==> src/logic/uxc_map.vh <==
// Register indices, field positions and reset values of the extended control block
`ifndef UXC_MAP_VH
`define UXC_MAP_VH
// Register indices within a bank (byte address is four times the index)
`define UXC_IDX_BASE0 3'h0
`define UXC_IDX_BASE1 3'h1
`define UXC_IDX_BASE2 3'h2
`define UXC_IDX_LCR_BSR 3'h3
`define UXC_IDX_BASE4 3'h4
`define UXC_IDX_RSVD5 3'h5
`define UXC_IDX_TRANSMIT_FIFO_LEVEL 3'h6
`define UXC_IDX_RECEIVE_FIFO_LEVEL 3'h7
// Banks decoded by this block
`define UXC_BANK0 3'h0
`define UXC_BANK1 3'h1
`define UXC_BANK2 3'h2
`define UXC_BANK3 3'h3
// Offset 03h write: bit 7 set selects bank, else line control
`define UXC_BSR_FLAG 7
// extended_control_one fields
`define UXC_X1_EXT 0
`define UXC_X1_SWAP 3
`define UXC_X1_LOOP 4
`define UXC_X1_ETD 5
`define UXC_X1_BAUD_CLOCK_TEST_ROUTE 7
`define UXC_X1_KEEP 8'h0E
`define UXC_X1_FALLBACK_CLR 8'hA1
`define UXC_X1_WMASK 8'hBF
// fifo_and_prescaler_control fields
`define UXC_X2_LOCK 7
`define UXC_X2_FALLBACK_CLR 8'h3F
`define UXC_X2_WMASK 8'hBF
`define UXC_X2_TXSZ_HI 1
`define UXC_X2_TXSZ_LO 0
`define UXC_X2_RXSZ_HI 3
`define UXC_X2_RXSZ_LO 2
`define UXC_X2_PRE_HI 5
`define UXC_X2_PRE_LO 4
`define UXC_FIFO_32 2'h1
// modem_control_register fields
`define UXC_MCR_DTR 0
`define UXC_MCR_RTS 1
`define UXC_MCR_OUT1 2
`define UXC_MCR_OUT2 3
`define UXC_MCR_LOOP 4
`define UXC_MCR_FALLBACK_CLR 8'hFC
// Interrupt enable: modem status enable bit
`define UXC_IER_MS 3
// FIFO control: FIFO enable bit
`define UXC_FCR_EN 0
// Level registers keep bits 5-0
`define UXC_LEVEL_MASK 8'h3F
// Revision identification (values arbitrary)
`define UXC_MODULE_TYPE 4'hA
`define UXC_REVISION 4'h1
// Reset values
`define UXC_RST_BYTE 8'h00
`define UXC_RST_BANK 3'h0
`endif

==> src/logic/uxc_ext_ctrl.v <==
// Extended control and status block of a banked serial port, with Avalon-MM register access
//
// The Avalon-MM register port is this design's own decision.
`timescale 1ns/1ps
`include "uxc_map.vh"

// Summary of operation
// - Swap bit 3 exchanges transmit and receive DMA request/acknowledge pairs.
// - Loop bit 4 wires transmitter to receiver; modem control bit 4 reads it, and writes it in legacy mode only.
// - Extended loopback: DTR drives DSR and RI, RTS drives CTS and DCD.
// - Loopback modem interrupts come from modem control bits, gated by interrupt enable.
// - Infrared mode suppresses modem interrupts unless infrared status select is 0.
// - DMA handling keeps working unchanged during loopback.
// - Loopback ignores external serial inputs; receivers take transmitter outputs.
// - Loopback holds serial out high, infrared out low, unless transmit-during-loopback set.
// - Loopback ignores modem input pins; status comes from modem control bits.
// - Bit 7 routes the baud generator clock onto the DTR pin.
// - FIFO depth fields: 00 gives 16, 01 gives 32, only while FIFOs enabled.
// - Bits 5,4 select prescaler 13, 1.625 or 1.0; code 10 reserved.
// - Divisor lock in legacy mode (bit 0 clear) blocks legacy divisor ports and fallback; scratchpads answer instead.
// - Level registers are read-only, bits 5-0 count, bits 7,6 zero.
// - Revision register is read-only: module type high nibble, revision low nibble.
// - Line control shadow returns line control value with no read side effect.
// - FIFO control shadow returns write-only FIFO control register contents.
// - Offset 03h in banks 2 and 3 is the shared line control/bank select.
// - Bank 2 offset 05h reads zero and ignores writes.
// - Extended mode select bit 0: 1 extended, 0 legacy compatible mode.
module uxc_ext_ctrl (
  // Clock, reset, enable
  input wire sys_clk,
  input wire rstn,
  input wire clk_en,
  // Avalon-MM slave
  input wire [4:0] avs_address,
  input wire avs_read,
  input wire avs_write,
  input wire [3:0] avs_byteenable,
  input wire [31:0] avs_writedata,
  output reg [31:0] avs_readdata,
  output wire avs_waitrequest,
  // Core side serial and modem
  input wire core_txd,
  input wire core_ir_txd,
  output reg core_rxd,
  output reg core_ir_rxd,
  output reg [3:0] core_modem_status,
  output reg modem_status_irq,
  // Serial pins
  input wire uart_rxd_pin,
  input wire ir_rxd_pin,
  output reg uart_txd_pin,
  output reg ir_txd_pin,
  // Modem pins, active low
  input wire dsr_n_pin,
  input wire cts_n_pin,
  input wire ri_n_pin,
  input wire dcd_n_pin,
  output reg dtr_n_pin,
  output reg rts_n_pin,
  // DMA, core side and channel side
  input wire core_tx_drq,
  input wire core_rx_drq,
  output reg core_tx_dack,
  output reg core_rx_dack,
  output reg chan_a_drq,
  output reg chan_b_drq,
  input wire chan_a_dack,
  input wire chan_b_dack,
  // Baud generator and FIFO interface
  input wire baud_clk,
  input wire [5:0] transmit_byte_count,
  input wire [5:0] receive_byte_count,
  output reg [1:0] prescaler_select,
  output reg transmit_fifo_32,
  output reg receive_fifo_32,
  output reg extended_mode,
  output reg loopback_active,
  // Infrared mode status from infrared banks
  input wire ir_mode_active,
  input wire infrared_modem_status_select
);

  reg ack;
  reg [7:0] extended_control_one;
  reg [7:0] fifo_and_prescaler_control;
  reg [7:0] line_control_register;
  reg [2:0] bank_select_register;
  reg [7:0] modem_control_register;
  reg [7:0] fifo_control_register;
  reg [7:0] interrupt_enable_register;
  reg [7:0] scratch_low;
  reg [7:0] scratch_high;
  reg [3:0] ms_meta;
  reg [3:0] ms_sync;
  reg [1:0] rx_meta;
  reg [1:0] rx_sync;
  reg baud_meta;
  reg baud_sync;
  reg [3:0] ms_prev;
  reg ms_primed;
  reg [3:0] next_status;
  reg [7:0] next_readdata;
  wire [2:0] idx;
  wire wr_go;
  wire rd_go;
  wire loop;
  wire ext;
  wire lock;
  wire legacy_port;

  assign idx = avs_address[4:2];
  assign avs_waitrequest = (avs_read | avs_write) & ~(ack & clk_en);
  assign wr_go = clk_en & avs_write & ack & avs_byteenable[0];
  assign rd_go = clk_en & avs_read & ~ack;
  assign loop = extended_control_one[`UXC_X1_LOOP];
  assign ext = extended_control_one[`UXC_X1_EXT];
  assign lock = fifo_and_prescaler_control[`UXC_X2_LOCK];
  // Bank 1 offsets 0 and 1 are the legacy divisor ports
  assign legacy_port = (bank_select_register == `UXC_BANK1) &&
                       ((idx == `UXC_IDX_BASE0) || (idx == `UXC_IDX_BASE1));

  // Bus handshake: one wait cycle, answer on the second
  always @(posedge sys_clk) begin
    if (!rstn) begin
      ack <= 1'b0;
    end else if (clk_en) begin
      ack <= (avs_read | avs_write) & ~ack;
    end
  end

  // Register writes and legacy fallback
  always @(posedge sys_clk) begin
    if (!rstn) begin
      extended_control_one <= `UXC_RST_BYTE;
      fifo_and_prescaler_control <= `UXC_RST_BYTE;
      line_control_register <= `UXC_RST_BYTE;
      bank_select_register <= `UXC_RST_BANK;
      modem_control_register <= `UXC_RST_BYTE;
      fifo_control_register <= `UXC_RST_BYTE;
      interrupt_enable_register <= `UXC_RST_BYTE;
      scratch_low <= `UXC_RST_BYTE;
      scratch_high <= `UXC_RST_BYTE;
    end else if (clk_en && ack && (avs_read || avs_write)) begin
      if (legacy_port && !ext && lock) begin
        // Locked: scratchpads overlay the divisor ports
        if (wr_go && idx == `UXC_IDX_BASE0) begin
          scratch_low <= avs_writedata[7:0];
        end
        if (wr_go && idx == `UXC_IDX_BASE1) begin
          scratch_high <= avs_writedata[7:0];
        end
      end else if (legacy_port) begin
        // Any legacy port access falls back to compatible mode
        if (ext) begin
          modem_control_register <= modem_control_register & ~`UXC_MCR_FALLBACK_CLR;
        end
        extended_control_one <= extended_control_one & ~`UXC_X1_FALLBACK_CLR;
        fifo_and_prescaler_control <= fifo_and_prescaler_control & ~`UXC_X2_FALLBACK_CLR;
      end else if (wr_go) begin
        if (idx == `UXC_IDX_LCR_BSR) begin
          // Shared in every bank
          if (avs_writedata[`UXC_BSR_FLAG]) begin
            bank_select_register <= avs_writedata[2:0];
          end else begin
            line_control_register <= avs_writedata[7:0];
          end
        end else begin
          case (bank_select_register)
            `UXC_BANK0: begin
              if (idx == `UXC_IDX_BASE1) begin
                interrupt_enable_register <= avs_writedata[7:0];
              end
              if (idx == `UXC_IDX_BASE2) begin
                fifo_control_register <= avs_writedata[7:0];
              end
              if (idx == `UXC_IDX_BASE4) begin
                modem_control_register <= avs_writedata[7:0];
                // Loop bit shared with modem control bit 4
                if (!ext) begin
                  extended_control_one[`UXC_X1_LOOP] <= avs_writedata[`UXC_MCR_LOOP];
                end
              end
            end
            `UXC_BANK2: begin
              if (idx == `UXC_IDX_BASE2) begin
                extended_control_one <= avs_writedata[7:0] & `UXC_X1_WMASK;
              end
              if (idx == `UXC_IDX_BASE4) begin
                fifo_and_prescaler_control <= avs_writedata[7:0] & `UXC_X2_WMASK;
              end
              // Offsets 05h to 07h ignore writes
            end
            default: begin
              // Bank 3 and unmapped banks take no writes
            end
          endcase
        end
      end
    end
  end

  // Read data mux, latched at the edge before the answer
  always @* begin
    next_readdata = `UXC_RST_BYTE;
    if (idx == `UXC_IDX_LCR_BSR) begin
      next_readdata = line_control_register;
    end else begin
      case (bank_select_register)
        `UXC_BANK0: begin
          if (idx == `UXC_IDX_BASE1) begin
            next_readdata = interrupt_enable_register;
          end
          if (idx == `UXC_IDX_BASE4) begin
            next_readdata = {modem_control_register[7:5], loop, modem_control_register[3:0]};
          end
        end
        `UXC_BANK1: begin
          if (!ext && lock && idx == `UXC_IDX_BASE0) begin
            next_readdata = scratch_low;
          end
          if (!ext && lock && idx == `UXC_IDX_BASE1) begin
            next_readdata = scratch_high;
          end
        end
        `UXC_BANK2: begin
          case (idx)
            `UXC_IDX_BASE2: next_readdata = extended_control_one;
            `UXC_IDX_BASE4: next_readdata = fifo_and_prescaler_control;
            `UXC_IDX_TRANSMIT_FIFO_LEVEL: next_readdata = {2'h0, transmit_byte_count} & `UXC_LEVEL_MASK;
            `UXC_IDX_RECEIVE_FIFO_LEVEL: next_readdata = {2'h0, receive_byte_count} & `UXC_LEVEL_MASK;
            default: next_readdata = `UXC_RST_BYTE;
          endcase
        end
        `UXC_BANK3: begin
          case (idx)
            `UXC_IDX_BASE0: next_readdata = {`UXC_MODULE_TYPE, `UXC_REVISION};
            `UXC_IDX_BASE1: next_readdata = line_control_register;
            `UXC_IDX_BASE2: next_readdata = fifo_control_register;
            default: next_readdata = `UXC_RST_BYTE;
          endcase
        end
        default: next_readdata = `UXC_RST_BYTE;
      endcase
    end
  end

  // Read data register; reads have side effects only at the legacy divisor ports (fallback)
  always @(posedge sys_clk) begin
    if (!rstn) begin
      avs_readdata <= 32'h0000_0000;
    end else if (rd_go) begin
      avs_readdata <= {24'h00_0000, next_readdata};
    end
  end

  // Two-flop synchronisers for pins and the baud clock
  always @(posedge sys_clk) begin
    if (!rstn) begin
      ms_meta <= 4'hF;
      ms_sync <= 4'hF;
      rx_meta <= 2'h1;
      rx_sync <= 2'h1;
      baud_meta <= 1'b0;
      baud_sync <= 1'b0;
    end else if (clk_en) begin
      ms_meta <= {dcd_n_pin, ri_n_pin, cts_n_pin, dsr_n_pin};
      ms_sync <= ms_meta;
      rx_meta <= {ir_rxd_pin, uart_rxd_pin};
      rx_sync <= rx_meta;
      baud_meta <= baud_clk;
      baud_sync <= baud_meta;
    end
  end

  // Internal modem status, bits {dcd, ri, cts, dsr}, active high
  always @* begin
    next_status = ~ms_sync;
    if (loop) begin
      // Pins ignored; status from modem control bits
      if (ext) begin
        next_status = {modem_control_register[`UXC_MCR_RTS], modem_control_register[`UXC_MCR_DTR],
                       modem_control_register[`UXC_MCR_RTS], modem_control_register[`UXC_MCR_DTR]};
      end else begin
        next_status = {modem_control_register[`UXC_MCR_OUT2], modem_control_register[`UXC_MCR_OUT1],
                       modem_control_register[`UXC_MCR_RTS], modem_control_register[`UXC_MCR_DTR]};
      end
    end
  end

  // Modem status, change interrupt and serial routing
  always @(posedge sys_clk) begin
    if (!rstn) begin
      core_modem_status <= 4'h0;
      ms_prev <= 4'h0;
      ms_primed <= 1'b0;
      modem_status_irq <= 1'b0;
      core_rxd <= 1'b1;
      core_ir_rxd <= 1'b0;
      uart_txd_pin <= 1'b1;
      ir_txd_pin <= 1'b0;
      dtr_n_pin <= 1'b1;
      rts_n_pin <= 1'b1;
    end else if (clk_en) begin
      core_modem_status <= next_status;
      ms_prev <= next_status;
      ms_primed <= 1'b1;
      // Change event, gated by enable and infrared select
      modem_status_irq <= ms_primed && (next_status != ms_prev) &&
                          interrupt_enable_register[`UXC_IER_MS] &&
                          !(ir_mode_active && infrared_modem_status_select);
      // Receivers take transmitter outputs in loopback
      core_rxd <= loop ? core_txd : rx_sync[0];
      core_ir_rxd <= loop ? core_ir_txd : rx_sync[1];
      // Outputs parked unless transmit-during-loopback
      uart_txd_pin <= (loop && !extended_control_one[`UXC_X1_ETD]) ? 1'b1 : core_txd;
      ir_txd_pin <= (loop && !extended_control_one[`UXC_X1_ETD]) ? 1'b0 : core_ir_txd;
      // Baud clock test route on DTR
      dtr_n_pin <= extended_control_one[`UXC_X1_BAUD_CLOCK_TEST_ROUTE] ? baud_sync : ~modem_control_register[`UXC_MCR_DTR];
      rts_n_pin <= ~modem_control_register[`UXC_MCR_RTS];
    end
  end

  // DMA routing, unaffected by loopback
  always @(posedge sys_clk) begin
    if (!rstn) begin
      chan_a_drq <= 1'b0;
      chan_b_drq <= 1'b0;
      core_tx_dack <= 1'b0;
      core_rx_dack <= 1'b0;
    end else if (clk_en) begin
      if (extended_control_one[`UXC_X1_SWAP]) begin
        chan_a_drq <= core_rx_drq;
        chan_b_drq <= core_tx_drq;
        core_tx_dack <= chan_b_dack;
        core_rx_dack <= chan_a_dack;
      end else begin
        chan_a_drq <= core_tx_drq;
        chan_b_drq <= core_rx_drq;
        core_tx_dack <= chan_a_dack;
        core_rx_dack <= chan_b_dack;
      end
    end
  end

  // Configuration outputs to FIFOs and baud generator
  always @(posedge sys_clk) begin
    if (!rstn) begin
      prescaler_select <= 2'h0;
      transmit_fifo_32 <= 1'b0;
      receive_fifo_32 <= 1'b0;
      extended_mode <= 1'b0;
      loopback_active <= 1'b0;
    end else if (clk_en) begin
      prescaler_select <= fifo_and_prescaler_control[`UXC_X2_PRE_HI:`UXC_X2_PRE_LO];
      // Depth 32 only for code 01 with FIFOs enabled
      transmit_fifo_32 <= fifo_control_register[`UXC_FCR_EN] &&
                          (fifo_and_prescaler_control[`UXC_X2_TXSZ_HI:`UXC_X2_TXSZ_LO] == `UXC_FIFO_32);
      receive_fifo_32 <= fifo_control_register[`UXC_FCR_EN] &&
                         (fifo_and_prescaler_control[`UXC_X2_RXSZ_HI:`UXC_X2_RXSZ_LO] == `UXC_FIFO_32);
      extended_mode <= ext;
      loopback_active <= loop;
    end
  end

endmodule

==> config.mk <==
export PLATFORM = sky130hd
export DESIGN_NAME = uxc_ext_ctrl
export DESIGN_NICKNAME = d
export VERILOG_FILES = /design/src/logic/uxc_ext_ctrl.v
export VERILOG_INCLUDE_DIRS = /design/src /design/src/logic
export SDC_FILE = /design/constraint.sdc
export NUM_CORES = 1
export LEC_CHECK = 0
export ABC_AREA = 1
export ABC_CLOCK_PERIOD_IN_PS = 2000
export BUFFER_PORTS_ARGS = -buffer_cell sky130_fd_sc_hd__buf_4
export CAP_MARGIN = 25
export CORE_MARGIN = 2
export CORE_UTILIZATION = 35
export DETAILED_ROUTE_END_ITERATION = 12
export SLEW_MARGIN = 20
export SYNTH_ARGS = -nofsm -noshare
export SYNTH_HDL_FRONTEND = slang
export SYNTH_SLANG_ARGS = --single-unit
==> constraint.sdc <==
create_clock -name sys_clk -period 2 [get_ports sys_clk]
set_input_delay 0.4 -clock sys_clk [delete_from_list [all_inputs] [get_ports sys_clk]]
set_output_delay 0.4 -clock sys_clk [all_outputs]
set_load 0.01 [all_outputs]
## After elaboration in Yosys (flattened, before gate mapping)

Cells that the tools add are included.

- Equal/unequal tests: 17
- Mux-type cells: 39
- Bitwise operators: 18
- Reductions and logical operators: 43

Operators by type and width:

| kind | number |
|---|---|
| 2-to-1 mux 8 bit | 15 |
| one-hot mux 8 bit (4 select lines) | 2 |
| AND reduction 7 bit | 6 |
| 2-to-1 mux 6 bit | 5 |
| one-hot mux 8 bit (3 select lines) | 1 |
| AND reduction 6 bit | 4 |
| logical AND 1 bit | 17 |
| equality test 3 x 2 -> 1 bit (second input constant) | 4 |
| 2-to-1 mux 4 bit | 3 |
| nonzero test 2 bit | 6 |
| 2-to-1 mux 1 bit | 11 |
| != test 2 bit (second input constant) | 5 |
| equality test 3 bit (second input constant) | 3 |
| AND reduction 9 bit | 1 |
| bitwise AND 1 bit | 8 |
| NOT 1 bit | 8 |
| equality test 3 x 1 -> 1 bit (second input constant) | 2 |
| logical NOT 3 bit | 2 |
| AND reduction 3 bit | 2 |
| equality test 2 x 1 -> 1 bit (second input constant) | 2 |
| != test 4 bit | 1 |
| NOT 4 bit | 1 |
| logical NOT 1 bit | 3 |
| 2-to-1 mux 3 bit | 1 |
| 3 further kinds | 4 |

- Word-level logic and storage cells: 156
- Flip-flop bits (word level): 109
- Output and inout port bits: 54
- Input bits: 73

## Logic depth before layout (Yosys ltp)

Gate-level depths: netlist (run 1).

- Depth after elaboration: 7
- Mapped depth: 12
- Mapped depth without buffers: 11

## Worst setup path after synthesis (run 1)

No wires, ideal clock.

- Path kind: in2reg
- Start: input avs_address[3]
- End: register line_control_register[1]
- Data required time: 1.882 ns
- Stages on the path: 9
- Path buffers: 2
- Data arrival time: 1.396 ns
- Setup time: 0.118 ns
- Slack: 0.485 ns
- Cell sequence: buf_4 > nand2_1 > nor2_2 > inv_2 > nor2_2 > nand3_1 > buf_4 > o21ai_1 > a21oi_1

- Word-level cells in the longest chain between the ends: 7
- Elaborated cells between the ends (all ways): 10
- Those cells by class: eq/ne (2); bitwise (2); reduce/logical (6)

Ends and longest elaborated chain:

| element | line | text |
|---|---|---|
| from (decl) | uxc_ext_ctrl.v:34 | `input wire [4:0] avs_address,` |
| equality test 3 x 1 -> 1 bit or logical NOT 3 bit (tied branches) | n/a |  |
| logical OR 1 bit | uxc_ext_ctrl.v:120 | `` ((idx == `UXC_IDX_BASE0) \|\| (idx == `UXC_IDX_BASE1)); `` |
| logical AND 1 bit | uxc_ext_ctrl.v:119 | `` assign legacy_port = (bank_select_register == `UXC_BANK1) && `` |
| logical AND 1 bit (2 in a row) | uxc_ext_ctrl.v:144 | `if (legacy_port && !ext && lock) begin` |
| NOT 1 bit (no line) | n/a |  |
| AND reduction 6 bit (no line) (*) | n/a |  |
| to (signal assigned) | uxc_ext_ctrl.v:136 | `` line_control_register <= `UXC_RST_BYTE; `` |
| to (signal assigned) | uxc_ext_ctrl.v:165 | `line_control_register <= avs_writedata[7:0];` |
| to (decl) | uxc_ext_ctrl.v:86 | `reg [7:0] line_control_register;` |

Mark *: on every way between the ends. The rest lies on a longest branch, timed or not.
A chain may end at the register's enable or synchronous reset.

## Final worst setup path (run 1)

- Start: register bank_select_register[1]
- End: register modem_control_register[7]

- Word-level cells in the longest chain between the ends: 6
- Elaborated cells between the ends (all ways): 13
- Those cells by class: eq/ne (3); mux (1); bitwise (1); reduce/logical (8)

Ends and longest elaborated chain:

| element | line | text |
|---|---|---|
| from (decl) | uxc_ext_ctrl.v:87 | `reg [2:0] bank_select_register;` |
| from (signal assigned) | uxc_ext_ctrl.v:137 | `` bank_select_register <= `UXC_RST_BANK; `` |
| from (signal assigned) | uxc_ext_ctrl.v:163 | `bank_select_register <= avs_writedata[2:0];` |
| equality test 3 x 1 -> 1 bit | n/a |  |
| logical AND 1 bit | uxc_ext_ctrl.v:119 |  |
| logical AND 1 bit (2 in a row) | uxc_ext_ctrl.v:144 |  |
| NOT 1 bit (no line) | n/a |  |
| AND reduction 7 bit (no line) | n/a |  |
| to (signal assigned) | uxc_ext_ctrl.v:138 | `` modem_control_register <= `UXC_RST_BYTE; `` |
| to (signal assigned) | uxc_ext_ctrl.v:155 | `` modem_control_register <= modem_control_register & ~`UXC_MCR_FALLBACK_CLR; `` |
| to (signal assigned) | uxc_ext_ctrl.v:177 | `modem_control_register <= avs_writedata[7:0];` |
| to (decl) | uxc_ext_ctrl.v:88 | `reg [7:0] modem_control_register;` |

Several ways; a longest one is shown, not always the timed one.

==> results of run 1 <==
==> path summary, 6_finish.rpt <==
path / from / to / slack, ps / cells after the start
worst max-delay path: bank_select_register[1] / modem_control_register[7] / 280 / 10
worst min-delay path: uart_rxd_pin / rx_meta[0] / 250 / 3
worst min register to register: ms_sync[0] / ms_sync[0] / 450 / 2
worst max register to register: bank_select_register[1] / modem_control_register[7] / 280 / 10
==> metal layers <==
| metal | track usage [%] | wire length [um] | vias to the layer above |
|---|---|---|---|
| li1 | - | - | 2652 |
| met1 | 28.55 | 7601 | 2289 |
| met2 | 29.16 | 6840 | 161 |
| met3 | 3.297 | 913 | 20 |
| met4 | 7.111 | 314 | 0 |
| met5 | 0 | 0 | - |
==> stage by stage <==
stage	setup slack [ps]	instance area [um2]	power [mW]	hold slack, ps	instances
4_1_cts	280.8	6518	4.778	240.0	1050
6_report	284.7	6518	4.740	245.3	1050
2_1_floorplan	485.2	5478	2.581	420.7	803
5_1_grt	136.7	6518	4.912	257.8	1050
3_3_place_gp	164.1	6182	2.774	431.3	1034
3_5_place_dp	185.3	6182	2.774	435.0	1034
==> final cells by class <==
cell class / count / area share, %
Tap cell: 188 / 3.609
Clock buffer: 11 / 3.878
Sequential cell: 108 / 33.17
Inverter: 78 / 4.492
Timing Repair Buffer: 96 / 12.21
Clock inverter: 5 / 1.267
Multi-Input combinational cell: 564 / 41.37
==> state kept, by name, indices dropped and copies added (netlist names), 8 cells and up <==
name and flops:
scratch_high 8, scratch_low 8, fifo_control_register 8, interrupt_enable_register 8, avs_readdata 8
==> cell families (layout without fill, tap and decap cells) <==
logic type      after synthesis  count (layout)  share of synthesized area, %
compound gates              164             164                         17.13
buf+inv                     131             190                         11.49
flops                       108             108                         40.10
other cells                   1              24                       0.06955
simple gates                376             376                         31.21
==> synth_stat cells (all sizes together) <==
| library cell | n |
|---|---|
| dfxtp | 108 |
| a211oi | 11 |
| clkbuf | 19 |
| o211ai | 6 |
| inv | 74 |
| a21boi | 1 |
| o21bai | 1 |
| buf | 34 |
| nor2 | 98 |
| nand3 | 53 |
| nand2 | 198 |
| nor3 | 9 |
| o21ai | 84 |
| a21oi | 61 |
| or2 | 2 |
| conb | 1 |
| clkinv | 4 |
| nand4 | 16 |
==> cell usage in the layout (no fill, tap or decap), types with 9 or more instances in the layout <==
master	netlist	final
o21ai_1	18	18
nand2_1	195	195
o21ai_0	64	64
nor2_1	84	84
inv_2	16	16
buf_4	27	90
dfxtp_1	108	108
conb_1	1	24
nand3_1	50	50
inv_1	58	58
clkbuf_16	0	9
nand4_1	16	16
a21oi_1	59	59
==> critical path, stage by stage, from the launching register on <==
cell     delay (ps)
dfxtp_1         330
inv_2           100
nand3_4         130
inv_2           160
nand2_2         160
nand2_1         110
nand3_2         120
nor2_4          280
nand2_1          90
nand2_1          80
nor2_1           40
==> report_power, final <==
| part | internal [mW] | switching, mW |
|---|---|---|
| registers | 2.20 | 0.0285 |
| logic | 0.191 | 0.304 |
| clock network | 1.17 | 0.842 |
==> results by group, run 1 <==
Clock network
  • CTS Buf Count: 9
  • Clk Latency, worst-skew pair: between 300 and 400 ps
  • Clock H-tree levels: 3
  • Post-CTS Hold Buffers: 0
  • Setup Fix Bufs, Post-CTS: 0
  • Clock tree from TritonCTS: done
  • Bufs on Longest Clock Path: 2
  • Clock Sink Count: about 110
  • Number of instances resized during post-cts repair: 0
  • Cell chosen for the clock root: clkbuf_16
  • Clock transition at path regs: 70 ps

Yosys
  • Cell area after synthesis: between 5000 and 6000 um2
  • Number of warning messages in the yosys log: 0
  • Synthesized netlist cell count: between 700 and 800
  • Area share of the largest cell type after synthesis: between 40% and 50%
  • Post-synthesis sequential area ratio: between 40% and 50%
  • Flip-flop and latch count after synthesis: between 100 and 150
  • Post-synthesis average cell area: a little under 7 um2
  • Largest area contributor in the synthesized netlist: dfxtp_1
  • Synth top area cells: dfxtp_1 40%, nand2_1 14%, o21ai_0 5.9%
  • Number of distinct standard cells referenced by the synthesized netlist: 35

Cells and area
  • Number of antenna diodes: 0
  • Area occupied by multi-input gates: 2696 um2
  • Flip-flop and latch area: between 2000 and 2500 um2
  • Nets: a little over 900
  • Fraction of layout cells with a size suffix above 1: between 10% and 20%
  • Post-route core utilization: 43.03%
  • Filler cell count: ~1,600
  • Area growth syn-to-layout: 20.89%

Critical path
  • Endpoint kind of the worst setup timing path: flop
  • Critical path data required time: roughly 2300 ps
  • Critical path launch point type: flop
  • Worst Path Max Fanout: 10
  • Worst Path Arrival: between 1500 and 2000 ps
  • Critical setup path kind: flop to flop

Worst hold path
  • Type of the worst min-delay path: input pin to flop

Floorplanning
  • Die boundary width: 128.1 um
  • Row count: between 40 and 50
  • Std-Cell Core Area: about 15,000 um2
  • Die area: 16,410 um2
  • Initial Utilization: ~36%
  • Chip Height: between 100 and 150 um
  • Ports: 127

Timing
  • Count of endpoints failing setup in the final report: 0
  • Maximum clock skew at final layout: 7.787 ps
  • Share of the clock period used by the worst path after layout: a little under nine tenths
  • Number of hold violations in the final report: 0
  • Max Clk Rate: ~600 MHz
  • Post-route minimum period: ~1700 ps
  • Total negative slack for setup checks: 0 ps
  • Unrepaired setup endpoints after global routing: no
  • Final Max Slew Viols: 0

Global routing
  • Total grt overflow: 0
  • Global-route wire length before repair: between 20,000 and 25,000 um
  • Via count of the first global-routing pass: 4,559
  • Pin count of the biggest net entering global routing: 77
  • Overall fraction of global-route tracks in use: between 10% and 20%
  • Antenna violations before repair: 0

Run status
  • Result of the run: completed

Route
  • Pre-Repair DR Iteration Count: 5
  • Wirelength per Cell: about 15 um
  • Routed vias/inst: between 4 and 5
  • Total via count in the routed design: 5,122
  • Initial DRC count: ~460
  • Total wire length: roughly 16,000 um
  • # DRC: 0
  • Number of nets with antenna violations after detailed routing: 0

Flow run
  • Reported max-cap violation count: 0

Power
  • Power per cell area: 727.3 nW/um2
  • VDD IR max: roughly 420 uV
  • Static Leakage: roughly 3 nW

Place
  • Half-perimeter wire length of the detailed placement result: ~11,000 um
  • PortBufs: 73
  • Last weighted congestion value of the routability-driven placer: around 0.9
Power figures use the tool's default switching activity.
==> run 2: changes to the inputs <==
--- a/config.mk
+++ b/config.mk
@@ -15,2 +15,3 @@
 export DETAILED_ROUTE_END_ITERATION = 12
+export SETUP_SLACK_MARGIN = 0.2
 export SLEW_MARGIN = 20
==> constraint.sdc (replaced) <==
create_clock -name sys_clk -period 2 [get_ports sys_clk]
set_input_delay 0.1 -clock sys_clk [delete_from_list [all_inputs] [get_ports sys_clk]]
set_output_delay 0.1 -clock sys_clk [all_outputs]
set_load 0.01 [all_outputs]
==> run 2 against run 1 <==
Count of clock-buffer cells in the layout increased by 1. Register-to-register slack improved by 40 ps. Critical path type unchanged. Largest cell class unchanged. Global-route usage decreased by 0.64 points. First-iteration DRC count decreased by 2.0%. Die area unchanged. Sequential share of layout area increased by 0.20 points. Sequential power about the same. Critical path depth decreased by 2. Clock power about the same. Clock skew decreased by 1.1 ps. Non-clock buffer count unchanged. Combinational power increased by 0.8%.
==> results by group, run 2 (synthesis gave the netlist of run 1 again) <==
Clock network
  • Clock H-tree levels: 3
  • Clk Latency, worst-skew pair: 350 ps
  • Bufs on Longest Clock Path: 2
  • Clock Sink Count: 108
  • Clock tree from TritonCTS: done
  • Clock transition at path regs: around 70 ps
  • CTS Buf Count: 9
  • Cell chosen for the clock root: clkbuf_16

Timing
  • Post-route minimum period: 1679 ps
  • Worst slew pin tran: slightly above 600 ps
  • Relative slew slack: between 50% and 60%
  • Count of endpoints failing setup in the final report: 0
  • Final Max Slew Viols: 0
  • Unrepaired setup endpoints after global routing: no
  • Total negative slack for setup checks: 0 ps
  • Number of hold violations in the final report: 0
  • Worst slack on hold paths: around 22 ps
  • Max Clk Rate: around 600 MHz
  • Maximum clock skew at final layout: around 6.7 ps
  • Share of the clock period used by the worst path after layout: a little over four fifths

Place
  • Number of cells in the design after placement: 1,027
  • PortBufs: 73
  • Post-placement cell area: 6067 um2
  • Last weighted congestion value of the routability-driven placer: 0.9355
  • Half-perimeter wire length of the detailed placement result: 11,090 um

Global routing
  • Pin count of the biggest net entering global routing: 39
  • Antenna violations before repair: 0
  • Overall fraction of global-route tracks in use: a little under a fifth
  • Global-route wire length before repair: between 20,000 and 25,000 um
  • Via count of the first global-routing pass: 4,455
  • Total grt overflow: 0

Cells and area
  • Number of antenna diodes: 0
  • Final cell count without fillers: between 1,000 and 1,500
  • Filler cell count: 1,594
  • Area growth syn-to-layout: 20.17%
  • Most common cell after layout, fill and taps aside: nand2_1
  • Flip-flop and latch area: 2162 um2
  • Area occupied by multi-input gates: approximately 2700 um2
  • Nets: 930
  • Fraction of layout cells with a size suffix above 1: ~18%
  • Commonest cells after routing, fill and taps aside: 195 x nand2_1, 108 x dfxtp_1, 88 x buf_4, 84 x nor2_1, 64 x o21ai_0
  • Final Cell Area: between 6000 and 7000 um2
  • Post-route core utilization: 42.78%

Route
  • # DRC: 0
  • Initial DRC count: 446
  • Routed vias/inst: 4.883
  • Total wire length: ~15,000 um
  • Wirelength per Cell: around 15 um
  • Number of nets with antenna violations after detailed routing: 0
  • Total via count in the routed design: 5,122
  • Pre-Repair DR Iteration Count: 5

Critical path
  • Cell-by-cell trace of the critical path: inv_2, nand3_1, clkinvlp_4, nand2_1, nor2_4, buf_4, nor2_1, a211oi_2
  • Cell family contributing the most delay on the critical path: buffers and inverters
  • Worst Path Max Fanout: 16
  • Endpoint kind of the worst setup timing path: flop
  • Count of cell instances traversed by the critical path: 8
  • Critical path data required time: 2280 ps
  • Stage delay of the slowest cell on the critical path: between 300 and 400 ps
  • Total buffers and inverters traversed by the critical path: 3
  • Critical setup path kind: flop to flop
  • Critical path launch point type: flop
  • Worst Path Arrival: roughly 2000 ps
  • Slowest library cell on the worst path: dfxtp_1
  • Worst R2R Path Depth: 8

Floorplanning
  • Initial Utilization: a little over a third
  • Row count: 45
  • Die area: 16,410 um2
  • Std-Cell Core Area: between 15,000 and 20,000 um2
  • Chip Height: 128.1 um
  • Die boundary width: 128.1 um
  • Ports: roughly 130

Worst hold path
  • Cell count of the worst hold path: 3
  • Type of the worst min-delay path: input pin to flop

Flow run
  • Reported max-cap violation count: 0

Power
  • VDD IR max: slightly below 400 uV
  • Power per cell area: 731.4 nW/um2
  • Static Leakage: between 2 and 3 nW

Run status
  • Result of the run: completed
[run 2: routing by layer]
layer  vias up  track usage, %  wire length [um]
met5         -               0                 0
met4         0           5.430               249
met3        18           3.172              1081
met2       171           28.63              6656
met1      2280           27.87              7443
li1       2653               -                 -
[run 2: power breakdown]
group / internal (mW) / leakage [nW] / switching (mW) / total, mW
Clock: 1.20 / 0.165 / 0.811 / 2.01
Combinational: 0.193 / 1.91 / 0.306 / 0.499
Sequential: 2.20 / 0.879 / 0.0289 / 2.23
[run 2: path summary, 6_finish.rpt]
kind,startpoint,end,slack (ps)
setup / recovery,bank_select_register[2],fifo_control_register[2],320
hold / removal,avs_writedata[3],line_control_register[3],20
setup reg to reg,bank_select_register[2],fifo_control_register[2],320
hold reg to reg,ms_sync[0],ms_sync[0],450
[run 2: tightest hold or removal path: stages]
cell and delay, ps:
buf_4 80, o21ai_1 60, a21oi_1 100
[run 2: area by class of cell]
type                    count  share of cell area, %
multi-input cells         564                  41.62
clock inverters             3                  1.062
well taps                 188                  3.631
clock buffers              12                  4.114
repair buffers             96                  11.59
flip-flops and latches    108                  33.37
inverters                  78                  4.616
[run 2: through the flow]
stage / setup slack (ps) / power [mW]
2_1_floorplan: 599.3 / 2.581
3_3_place_gp: 327.7 / 2.766
3_5_place_dp: 327.5 / 2.767
4_1_cts: 326.1 / 4.779
5_1_grt: 206.2 / 4.910
6_report: 321.0 / 4.739
[run 2: what timing repair did]
action / in CTS / in global routing
resized for setup: 0 / 2
endpoints found under the hold margin: 7 / 0
hold buffers: 7 / 0
setup buffers: 0 / 0
setup endpoints to repair: 0 / 18
